<file path="src/verilog/ssf_regs.vh">
// Register offsets, field positions and reset values of the serial status flag block.
`ifndef SSF_REGS_VH
`define SSF_REGS_VH
`define SSF_ADDR_STATUS   4'h0
`define SSF_ADDR_RXBUF    4'h1
`define SSF_ADDR_TXBUF    4'h2
`define SSF_ADDR_CONTROL  4'h3
`define SSF_ADDR_IRQ_STAT 4'h4
`define SSF_ADDR_IRQ_EN   4'h5
`define SSF_ADDR_IRQ_CLR  4'h6
`define SSF_STATUS_RESET  8'h84
`define SSF_BIT_TX_BUFFER_EMPTY_FLAG      7
`define SSF_BIT_RX_BUFFER_FULL_FLAG      6
`define SSF_BIT_OVR       5
`define SSF_BIT_FRM       4
`define SSF_BIT_PAR       3
`define SSF_BIT_TEND      2
`define SSF_CTL_TX_EN     0
`define SSF_CTL_RX_EN     1
`define SSF_CTL_SYNC      2
`define SSF_CTL_TWO_STOP  3
`define SSF_IRQ_TXE       0
`define SSF_IRQ_RXF       1
`define SSF_IRQ_OVR       2
`define SSF_IRQ_FRM       3
`endif

</file>
<file path="src/verilog/ssf_status_flags.v">
// Status flag logic of the serial communication unit with an Avalon-MM register slave.
//
// Contract
// RL1: Software writes of one never set flags.
// RL2: Status loads 84 hex on reset, standby.
// RL3: Transmit-empty sets when disabled or buffer moves.
// RL4: Transmit-empty clears by read-then-zero or buffer write.
// RL5: Receive-full sets on error-free reception transfer.
// RL6: Receive-full clears by read-then-zero or buffer read.
// RL7: Error or disabled receive leaves buffer, flag alone; a framing error still loads the buffer here.
// RL8: Completion while receive-full raises overrun, drops byte.
// RL9: Overrun flag sets on overrun, software clears only.
// RL10: Overrun keeps old buffer byte, drops later bytes.
// RL11: Overrun stalls reception, also transmission when synchronous.
// RL12: Disabling reception keeps overrun and framing flags.
// RL13: Framing flag sets on framing error, software clears.
// RL14: Only first stop bit checked with two.
// RL15: Framing error stores byte but not receive-full.
// RL16: Framing flag stalls reception, synchronous blocks both.
// RL17: Enabled buffer write clears empty, starts transmission.
// RL18: Zero-write clear accepted only after reading one.
`timescale 1ns/100ps
`include "ssf_regs.vh"

module ssf_status_flags (
	// Clock and reset
	input  wire        i_sys_clk,
	input  wire        i_rst,
	input  wire        i_standby,
	// Avalon-MM slave
	input  wire [3:0]  i_avs_address,
	input  wire        i_avs_read,
	input  wire        i_avs_write,
	input  wire [31:0] i_avs_writedata,
	output reg  [31:0] o_avs_readdata,
	output wire        o_avs_waitrequest,
	// Transmit engine
	input  wire        i_tx_load,
	input  wire        i_tx_last_bit,
	output reg  [7:0]  o_tx_data,
	output reg         o_tx_start,
	output wire        o_tx_enable,
	// Receive engine
	input  wire        i_rx_done,
	input  wire [7:0]  i_rx_data,
	input  wire        i_rx_stop1,
	input  wire        i_rx_stop2,
	input  wire        i_rx_parity_err,
	output wire        o_rx_enable,
	output wire        o_sync_mode,
	output wire        o_two_stop,
	// Interrupt
	output wire        o_irq
);

	reg  [7:0]  status;
	reg  [7:0]  rx_buffer;
	reg  [3:0]  control;
	reg  [3:0]  irq_stat;
	reg  [3:0]  irq_en;
	reg  [4:0]  seen_one;
	reg         ack;
	wire        flag_rst;
	wire        rd_go;
	wire        wr_go;
	wire        wr_status;
	wire        tx_en;
	wire        rx_en;
	wire        sync;
	wire        err_block;
	wire        rx_block;
	wire        frame_err;
	wire        rx_accept;
	wire        rx_overrun;
	wire        rx_good;
	wire        rx_frame;
	wire        tx_write;
	wire        rd_rxbuf;
	wire [4:0]  clr_ok;
	wire [3:0]  irq_evt;

	assign flag_rst          = i_rst | i_standby; // see RL2
	assign o_avs_waitrequest = (i_avs_read | i_avs_write) & ~ack;
	assign rd_go             = i_avs_read & ack;
	assign wr_go             = i_avs_write & ack;
	assign wr_status         = wr_go && (i_avs_address == `SSF_ADDR_STATUS);
	assign tx_en             = control[`SSF_CTL_TX_EN];
	assign rx_en             = control[`SSF_CTL_RX_EN];
	assign sync              = control[`SSF_CTL_SYNC];
	assign o_tx_enable       = tx_en;
	assign o_rx_enable       = rx_en;
	assign o_sync_mode       = sync;
	assign o_two_stop        = control[`SSF_CTL_TWO_STOP];
	assign err_block         = status[`SSF_BIT_OVR] | status[`SSF_BIT_FRM] | status[`SSF_BIT_PAR];
	assign rx_block          = err_block; // see RL11 see RL16
	// Only the first stop bit counts; the second is ignored.
	assign frame_err         = ~i_rx_stop1 & ~(1'b0 & i_rx_stop2); // see RL14
	assign rx_accept         = i_rx_done & rx_en & ~rx_block; // see RL10
	assign rx_overrun        = rx_accept & status[`SSF_BIT_RX_BUFFER_FULL_FLAG]; // see RL8
	assign rx_frame          = rx_accept & ~rx_overrun & frame_err;
	assign rx_good           = rx_accept & ~rx_overrun & ~frame_err & ~i_rx_parity_err;
	assign tx_write          = wr_go && (i_avs_address == `SSF_ADDR_TXBUF) && tx_en && ~(sync & err_block);
	assign rd_rxbuf          = rd_go && (i_avs_address == `SSF_ADDR_RXBUF);
	assign clr_ok            = seen_one & ~{i_avs_writedata[`SSF_BIT_TX_BUFFER_EMPTY_FLAG], i_avs_writedata[`SSF_BIT_RX_BUFFER_FULL_FLAG],
	                           i_avs_writedata[`SSF_BIT_OVR], i_avs_writedata[`SSF_BIT_FRM],
	                           i_avs_writedata[`SSF_BIT_PAR]} & {5{wr_status}}; // see RL18 see RL1
	assign irq_evt           = {rx_frame, rx_overrun, rx_good, i_tx_load & tx_en};
	assign o_irq             = |(irq_stat & irq_en);

	always @(posedge i_sys_clk) begin
		if (i_rst) begin
			ack <= 1'b0;
		end else begin
			ack <= (i_avs_read | i_avs_write) & ~ack;
		end
	end

	always @(posedge i_sys_clk) begin
		if (flag_rst) begin
			status   <= `SSF_STATUS_RESET; // see RL2
			seen_one <= 5'h00;
		end else begin
			// Transmit-empty: set wins over clear.
			if (~tx_en || i_tx_load) begin
				status[`SSF_BIT_TX_BUFFER_EMPTY_FLAG] <= 1'b1; // see RL3 see RL17
			end else if (tx_write || clr_ok[4]) begin
				status[`SSF_BIT_TX_BUFFER_EMPTY_FLAG] <= 1'b0; // see RL4 see RL17
			end
			if (~tx_en || (i_tx_last_bit && status[`SSF_BIT_TX_BUFFER_EMPTY_FLAG])) begin
				status[`SSF_BIT_TEND] <= 1'b1;
			end else if (tx_write || clr_ok[4]) begin
				status[`SSF_BIT_TEND] <= 1'b0;
			end
			if (rx_good) begin
				status[`SSF_BIT_RX_BUFFER_FULL_FLAG] <= 1'b1; // see RL5 see RL7
			end else if (rd_rxbuf || clr_ok[3]) begin
				status[`SSF_BIT_RX_BUFFER_FULL_FLAG] <= 1'b0; // see RL6
			end
			if (rx_overrun) begin
				status[`SSF_BIT_OVR] <= 1'b1; // see RL9 see RL12
			end else if (clr_ok[2]) begin
				status[`SSF_BIT_OVR] <= 1'b0; // see RL9
			end
			if (rx_frame) begin
				status[`SSF_BIT_FRM] <= 1'b1; // see RL13 see RL12
			end else if (clr_ok[1]) begin
				status[`SSF_BIT_FRM] <= 1'b0; // see RL13
			end
			if (rx_accept && ~rx_overrun && ~frame_err && i_rx_parity_err) begin
				status[`SSF_BIT_PAR] <= 1'b1;
			end else if (clr_ok[0]) begin
				status[`SSF_BIT_PAR] <= 1'b0;
			end
			// A read of one arms the clear, using the value that the read returns; any status write disarms it.
			if (i_avs_read && ~ack && (i_avs_address == `SSF_ADDR_STATUS)) begin
				seen_one <= {status[`SSF_BIT_TX_BUFFER_EMPTY_FLAG], status[`SSF_BIT_RX_BUFFER_FULL_FLAG], status[`SSF_BIT_OVR],
				             status[`SSF_BIT_FRM], status[`SSF_BIT_PAR]}; // see RL18
			end else if (wr_status) begin
				seen_one <= 5'h00;
			end
		end
	end

	always @(posedge i_sys_clk) begin
		if (flag_rst) begin
			rx_buffer <= 8'h00;
		end else if (rx_good || rx_frame) begin
			rx_buffer <= i_rx_data; // see RL15 see RL7 see RL10
		end
	end

	always @(posedge i_sys_clk) begin
		if (flag_rst) begin
			control    <= 4'h0;
			irq_stat   <= 4'h0;
			irq_en     <= 4'h0;
			o_tx_data  <= 8'h00;
			o_tx_start <= 1'b0;
		end else begin
			o_tx_start <= tx_write; // see RL17
			if (tx_write) begin
				o_tx_data <= i_avs_writedata[7:0];
			end
			if (wr_go && (i_avs_address == `SSF_ADDR_CONTROL)) begin
				control <= i_avs_writedata[3:0];
			end
			if (wr_go && (i_avs_address == `SSF_ADDR_IRQ_EN)) begin
				irq_en <= i_avs_writedata[3:0];
			end
			if (wr_go && (i_avs_address == `SSF_ADDR_IRQ_CLR)) begin
				irq_stat <= irq_evt | (irq_stat & ~i_avs_writedata[3:0]);
			end else begin
				irq_stat <= irq_stat | irq_evt;
			end
		end
	end

	always @(posedge i_sys_clk) begin
		if (i_rst) begin
			o_avs_readdata <= 32'h00000000;
		end else if (i_avs_read && ~ack) begin
			// Loaded in the wait cycle so that the data stand at the completing edge.
			if (i_avs_address == `SSF_ADDR_STATUS) begin
				o_avs_readdata <= {24'h000000, status};
			end else if (i_avs_address == `SSF_ADDR_RXBUF) begin
				o_avs_readdata <= {24'h000000, rx_buffer};
			end else if (i_avs_address == `SSF_ADDR_CONTROL) begin
				o_avs_readdata <= {28'h0000000, control};
			end else if (i_avs_address == `SSF_ADDR_IRQ_STAT) begin
				o_avs_readdata <= {28'h0000000, irq_stat};
			end else if (i_avs_address == `SSF_ADDR_IRQ_EN) begin
				o_avs_readdata <= {28'h0000000, irq_en};
			end else begin
				o_avs_readdata <= 32'h00000000;
			end
		end
	end

endmodule // ssf_status_flags

</file>
<file path="config.mk">
export PLATFORM = sky130hd
export DESIGN_NAME = ssf_status_flags
export DESIGN_NICKNAME = d
export VERILOG_FILES = /design/src/verilog/ssf_status_flags.v
export VERILOG_INCLUDE_DIRS = /design/src /design/src/verilog
export SDC_FILE = /design/constraint.sdc
export NUM_CORES = 1
export LEC_CHECK = 0
export BUFFER_PORTS_ARGS = -buffer_cell sky130_fd_sc_hd__buf_2
export CORE_UTILIZATION = 45
export DETAILED_ROUTE_END_ITERATION = 10
export GPL_ROUTABILITY_DRIVEN = 1
export PLACE_DENSITY = 0.76
export SLEW_MARGIN = 20
export SYNTH_ARGS = -nofsm -noshare
export SYNTH_HDL_FRONTEND = slang
export SYNTH_SLANG_ARGS = --single-unit
</file>
<file path="constraint.sdc">
create_clock -name i_sys_clk -period 1.9 [get_ports i_sys_clk]
set_input_delay 0.285 -clock i_sys_clk [delete_from_list [all_inputs] [get_ports i_sys_clk]]
set_output_delay 0.285 -clock i_sys_clk [all_outputs]
set_load 0.01 [all_outputs]
</file>
==> results.sh, run 1 <==
export IMPL_status="completed"
export IMPL_ir_drop_v=0.000385
export IMPL_port_buffers=52
export IMPL_htreeDepth=2
export IMPL_cts_max_path_buffers=2
export IMPL_synth_area_leader_cell="dfxtp_1"
export IMPL_synth_mux_area_share_pct=4.77
export IMPL_hpwl_um=5130
export IMPL_syn_area_sq_mm=0.00252
export IMPL_grt_use_total_pct=23.8
export IMPL_min_period_ns=1.65
export IMPL_cts_made_buffers=5
export IMPL_rows=26
export IMPL_synth_seq_cells=49
export IMPL_fin_skew_ns=0.00647
export IMPL_grt_ovfl_total=0
export IMPL_root_buffer="clkbuf_8"
export IMPL_post_cts_buffers=0
export IMPL_setup_viol=0
export IMPL_antenna_found_initial=0
export IMPL_use_met3_pct=4.52
export IMPL_crit_required_ns=2.10
export IMPL_synth_top_area_share_pct=39.0
export IMPL_rsz0062_at_grt="false"
export IMPL_busiest_layer="met2"
export IMPL_start_util_pct=48.1
export IMPL_async_reset_ff_share_pct=0
export IMPL_synthAdderAreaFrac_pct=0
export IMPL_ys_seq_area_share_pct=39.0
export IMPL_gp_congestion=0.874
export IMPL_grt_pass1_wl_um=11000
export IMPL_synth_most_common_cell="dfxtp_1"
export IMPL_ys_warn_count=0
export IMPL_synth_compound_area_share_pct=19.0
export IMPL_grt_pass1_vias=2235
export IMPL_min_path_type="in2reg"
export IMPL_power_leakage_nw=1.20
export IMPL_io_pins=102
export IMPL_synth_commonest_cells="dfxtp_1 (49), nand2_1 (33), buf_4 (24), nand3_1 (24)"
export IMPL_ys_types=51
export IMPL_drt_iter0_drc=185
export IMPL_fillers=516
export IMPL_clk_pin_slew_worst_paths_ns=0.09
export IMPL_via_per_inst=5.64
export IMPL_core_area_sq_mm=0.00524
export IMPL_synth_enable_flop_cells=0
export IMPL_drive_above_1_share_pct=26.5
export IMPL_dp_cells=417
export IMPL_wl_um=6820
export IMPL_hold_violations=0
export IMPL_vias=2398
export IMPL_setup_tns_final_ns=0
export IMPL_endpoint_kind="register"
export IMPL_p_per_area_mw_per_mm2=683
export IMPL_post_route_period_util_pct=86.9
export IMPL_synthSimpleGateAreaFrac_pct=25.9
export IMPL_first_pass_iters=5
export IMPL_cts_resized=0
export IMPL_cts_sinks=49
export IMPL_fp_dieH_um=76.8
export IMPL_synth_top_family_by_area="simple AND/OR/NAND/NOR gates"
export IMPL_drc=0
export IMPL_grt_max_degree=19
export IMPL_utilization_pct=56.8
export IMPL_arrival_ns=1.85
export IMPL_cap_violations=0
export IMPL_dieArea_sq_mm=0.00590
export IMPL_num_antenna_cells=0
export IMPL_fin_cells=425
export IMPL_synth_ff_type="dfxtp_1"
export IMPL_routedWlPerCell_um=16.1
export IMPL_postRouteAntennaNets=0
export IMPL_use_met1_pct=30.8
export IMPL_syn_inst=292
export IMPL_critPathKind="reg2reg"
export IMPL_use_met2_pct=39.0
export IMPL_cts_tree="yes"
export IMPL_design_area_sq_mm=0.00298
export IMPL_cts_hold_buf=0
export IMPL_crit_fanout=3
export IMPL_synth_area_top_cells="dfxtp_1 (39%), buf_4 (7.2%), nand2_1 (4.9%), mux2i_1 (4.8%), nand3_1 (4.8%)"
export IMPL_fmax_mhz=606
export IMPL_post_synth_cell_area_avg_sq_um=8.62
export IMPL_maxSlewViolCount=0
export IMPL_startpoint_type="register"
export IMPL_die_w_um=76.8
export IMPL_nNetsFinal=409
export IMPL_dpl_cell_area_sq_mm=0.00286
export IMPL_synth_xor_area_share_pct=0
export IMPL_clk_latency_ns=0.31
export IMPL_area_growth_pct=18.2
worst max-delay path, stage by stage (launching register included):
cell and delay [ns]:
dfxtp_1 0.38, or3b_4 0.41, or4_4 0.43, a311o_1 0.32
worst paths after layout:
path	start	to	slack, ns	cells after the start
setup / recovery	ack$_SDFF_PP0_	status[7]$_SDFFE_PP1P_	0.25	3
hold / removal	i_tx_load	status[7]$_SDFFE_PP1P_	0.19	2
setup reg to reg	ack$_SDFF_PP0_	status[7]$_SDFFE_PP1P_	0.25	3
hold reg to reg	o_tx_data[3]$_SDFFE_PP0P_	o_tx_data[3]$_SDFFE_PP0P_	0.46	2
registers in the layout, summed over array words and instances (netlist names):
name and cells:
irq_en 4, status 6, o_avs_readdata 8, ack 1, rx_buffer 8, irq_stat 4
control 4, o_tx_data 8, o_tx_start 1, seen_one 5
final cells by class:
cell class                      instances  area, sq um  area share [%]
Multi-Input combinational cell        220         1340            45.1
Sequential cell                        49          981            33.0
Timing Repair Buffer                   76          440            14.8
Tap cell                               70         87.6            2.94
Clock buffer                            7         86.3            2.90
Clock inverter                          1         30.0            1.01
Inverter                                2         7.51           0.252
kinds of logic after synthesis:
kind of cell	Yosys count
muxes	12
DFF	49
buffers and inverters	46
other	1
and+or+nand+nor	114
AOI/OAI and AO/OA	70
power breakdown:
| group | leakage [nW] | switching, W | internal [W] |
|---|---|---|---|
| sequential | 0.395 | 0.00000289 | 0.00103 |
| clock | 0.0585 | 0.000347 | 0.000429 |
| combinational | 0.744 | 0.000145 | 0.0000777 |
| total | 1.20 | 0.000495 | 0.00154 |
through the flow:
stage / total power [W] / setup WS (ns) / hold slack (ns)
after floorplan: 0.00122 / 0.228 / 0.391
after global placement: 0.00127 / 0.234 / 0.443
after detailed placement: 0.00127 / 0.232 / 0.444
after CTS: 0.00204 / 0.256 / 0.194
after global routing: 0.00210 / 0.213 / 0.203
final: 0.00203 / 0.249 / 0.194
per-layer routing:
metal,vias to the layer above,part of all wire [%]
li1,1147,-
met1,1133,43
met2,104,48
met3,14,6.6
met4,0,1.8
met5,-,0
cells in the final DEF (no fill, tap or decap), drive strengths merged, types with 3 or more instances in the layout:
| master | Yosys | final |
|---|---|---|
| clkbuf | 13 | 7 |
| nor4b | 3 | 3 |
| or2 | 3 | 3 |
| a21oi | 17 | 17 |
| and3b | 3 | 3 |
| mux2i | 12 | 12 |
| conb | 1 | 24 |
| nor3 | 3 | 3 |
| nor2b | 3 | 3 |
| a41o | 3 | 3 |
| a32o | 6 | 6 |
| nand2 | 33 | 33 |
| nor2 | 9 | 9 |
| nand4 | 6 | 6 |
| o21ai | 17 | 17 |
| buf | 31 | 76 |
| o22ai | 6 | 6 |
| a31oi | 4 | 4 |
| nand2b | 7 | 7 |
| nor3b | 4 | 4 |
| nand4b | 5 | 5 |
| dfxtp | 49 | 49 |
| nand3 | 24 | 24 |
Power figures use the tool's default switching activity.
==> inputs of run 2 (changes only) <==
--- a/config.mk
+++ b/config.mk
@@ -7,6 +7,7 @@
 export NUM_CORES = 1
 export LEC_CHECK = 0
 export BUFFER_PORTS_ARGS = -buffer_cell sky130_fd_sc_hd__buf_2
+export CORE_MARGIN = 1.5
 export CORE_UTILIZATION = 45
 export DETAILED_ROUTE_END_ITERATION = 10
 export GPL_ROUTABILITY_DRIVEN = 1
==> run 2 against run 1 <==
Against the previous run:
- sequential share of layout area rose by 0.055 points
- design area fell by 0.17%
- die area rose by 2.6%
- via count fell by 2.7%
- sequential cell count did not move
- worst setup slack got worse by 0.0020 ns
- total power rose by 4.7%
==> results.sh, run 2 (synthesized netlist as in run 1, its figures left out) <==
export IMPL_min_path_type="in2reg"
export IMPL_port_buffers=52
export IMPL_endpoint_kind="register"
export IMPL_p_per_area_mw_per_mm2=716
export IMPL_grt_max_degree=19
export IMPL_setup_viol=0
export IMPL_routedWlPerCell_um=14.4
export IMPL_critPathKind="reg2reg"
export IMPL_drt_iter0_drc=176
export IMPL_cts_hold_buf=0
export IMPL_cts_tree="yes"
export IMPL_first_pass_iters=4
export IMPL_grt_pass1_wl_um=9720
export IMPL_htreeDepth=2
export IMPL_cts_resized=0
export IMPL_postRouteAntennaNets=0
export IMPL_post_place_ws_ns=0.212
export IMPL_rsz0062_at_grt="false"
export IMPL_cts_max_path_buffers=2
export IMPL_cts_sinks=49
export IMPL_core_area_sq_mm=0.00544
export IMPL_startpoint_type="register"
export IMPL_grt_pass1_vias=2092
export IMPL_start_util_pct=46.3
export IMPL_met3WireLength_um=371
export IMPL_fp_dieH_um=77.8
export IMPL_vias=2333
export IMPL_finalWorstSetupSlack_ns=0.247
export IMPL_hpwl_um=4660
export IMPL_grt_ovfl_total=0
export IMPL_hold_violations=0
export IMPL_clk_pin_slew_worst_paths_ns=0.09
export IMPL_root_buffer="clkbuf_8"
export IMPL_clk_latency_ns=0.31
export IMPL_rows=27
export IMPL_drive_above_1_share_pct=25.9
export IMPL_post_route_period_util_pct=87.0
export IMPL_top_layer="met4"
export IMPL_crit_required_ns=2.11
export IMPL_min_period_ns=1.65
export IMPL_cap_violations=0
export IMPL_maxSlewViolCount=0
export IMPL_area_growth_pct=18.0
export IMPL_fmax_mhz=605
export IMPL_power_leakage_nw=1.19
export IMPL_num_antenna_cells=0
export IMPL_wl_met1_um=2820
export IMPL_grt_use_total_pct=20.1
export IMPL_die_w_um=77.8
export IMPL_layout_common_cells="buf_2 (52), dfxtp_1 (49), nand2_1 (33)"
export IMPL_wl_met2_um=2820
export IMPL_nNetsFinal=406
export IMPL_final_common_cell="buf_2"
export IMPL_fin_skew_ns=0.0114
export IMPL_crit_fanout=3
export IMPL_cts_made_buffers=5
export IMPL_setup_tns_final_ns=0
export IMPL_arrival_ns=1.86
export IMPL_status="completed"
export IMPL_gp_congestion=0.867
export IMPL_top_regs="o_avs_readdata (8), o_tx_data (8), rx_buffer (8)"
export IMPL_via_per_inst=5.50
export IMPL_post_cts_buffers=0
export IMPL_wl_um=6110
export IMPL_dieArea_sq_mm=0.00605
export IMPL_io_pins=102
export IMPL_antenna_found_initial=0
export IMPL_drc=0
export IMPL_ir_drop_v=0.000466
-- run 2: cell count changes in the layout (fill, tap and decap cells not counted), sizes merged --
cell    change
buf         -3
bufinv      +1
clkbuf      -2
clkinv      +1
-- run 2: cell type report --
type	instances	area [sq um]
multi-input cells	220	1340
fillers	504	2470
well taps	72	90.1
inverters	2	7.51
repair buffers	73	418
clock buffers	5	68.8
flip-flops and latches	49	981
clock inverters	3	65.1
-- run 2: worst max-delay path: stages, from the launching register on --
cell	delay [ns]
dfxtp_1	0.38
or3b_4	0.42
or4_4	0.44
a311o_1	0.32
-- run 2: metrics by stage --
step | hold WS [ns] | instances | total power [W] | cell area (sq um) | utilization [%]
5_1_grt | 0.203 | 424 | 0.00220 | 2970 | 54.6
6_report | 0.204 | 424 | 0.00213 | 2970 | 54.6
3_5_place_dp | 0.443 | 416 | 0.00127 | 2840 | 52.2
2_1_floorplan | 0.391 | 315 | 0.00122 | 2600 | -
4_1_cts | 0.206 | 424 | 0.00214 | 2970 | 54.6
3_3_place_gp | 0.440 | 416 | 0.00127 | 2840 | 52.2
-- run 2: where the power goes --
group | switching [W] | total [W] | internal, W
Clock | 0.000356 | 0.000878 | 0.000523
Combinational | 0.000141 | 0.000218 | 0.0000768
Sequential | 0.00000274 | 0.00103 | 0.00103
Total | 0.000499 | 0.00213 | 0.00163
-- run 2: path summary, 6_finish.rpt --
check                            start                   endpoint  slack (ns)  depth (start not counted)
max reg2reg             ack$_SDFF_PP0_     status[2]$_SDFFE_PP1P_        0.25                          3
max                     ack$_SDFF_PP0_     status[2]$_SDFFE_PP1P_        0.25                          3
min                          i_tx_load     status[7]$_SDFFE_PP1P_        0.20                          2
min reg2reg  o_tx_data[6]$_SDFFE_PP0P_  o_tx_data[6]$_SDFFE_PP0P_        0.46                          2
-- run 2: layer usage --
| metal | track usage (%) | up-vias |
|---|---|---|
| li1 | - | 1142 |
| met1 | 27.0 | 1102 |
| met5 | 0 | - |
| met3 | 4.35 | 8 |
| met2 | 31.1 | 81 |
| met4 | 8.18 | 0 |
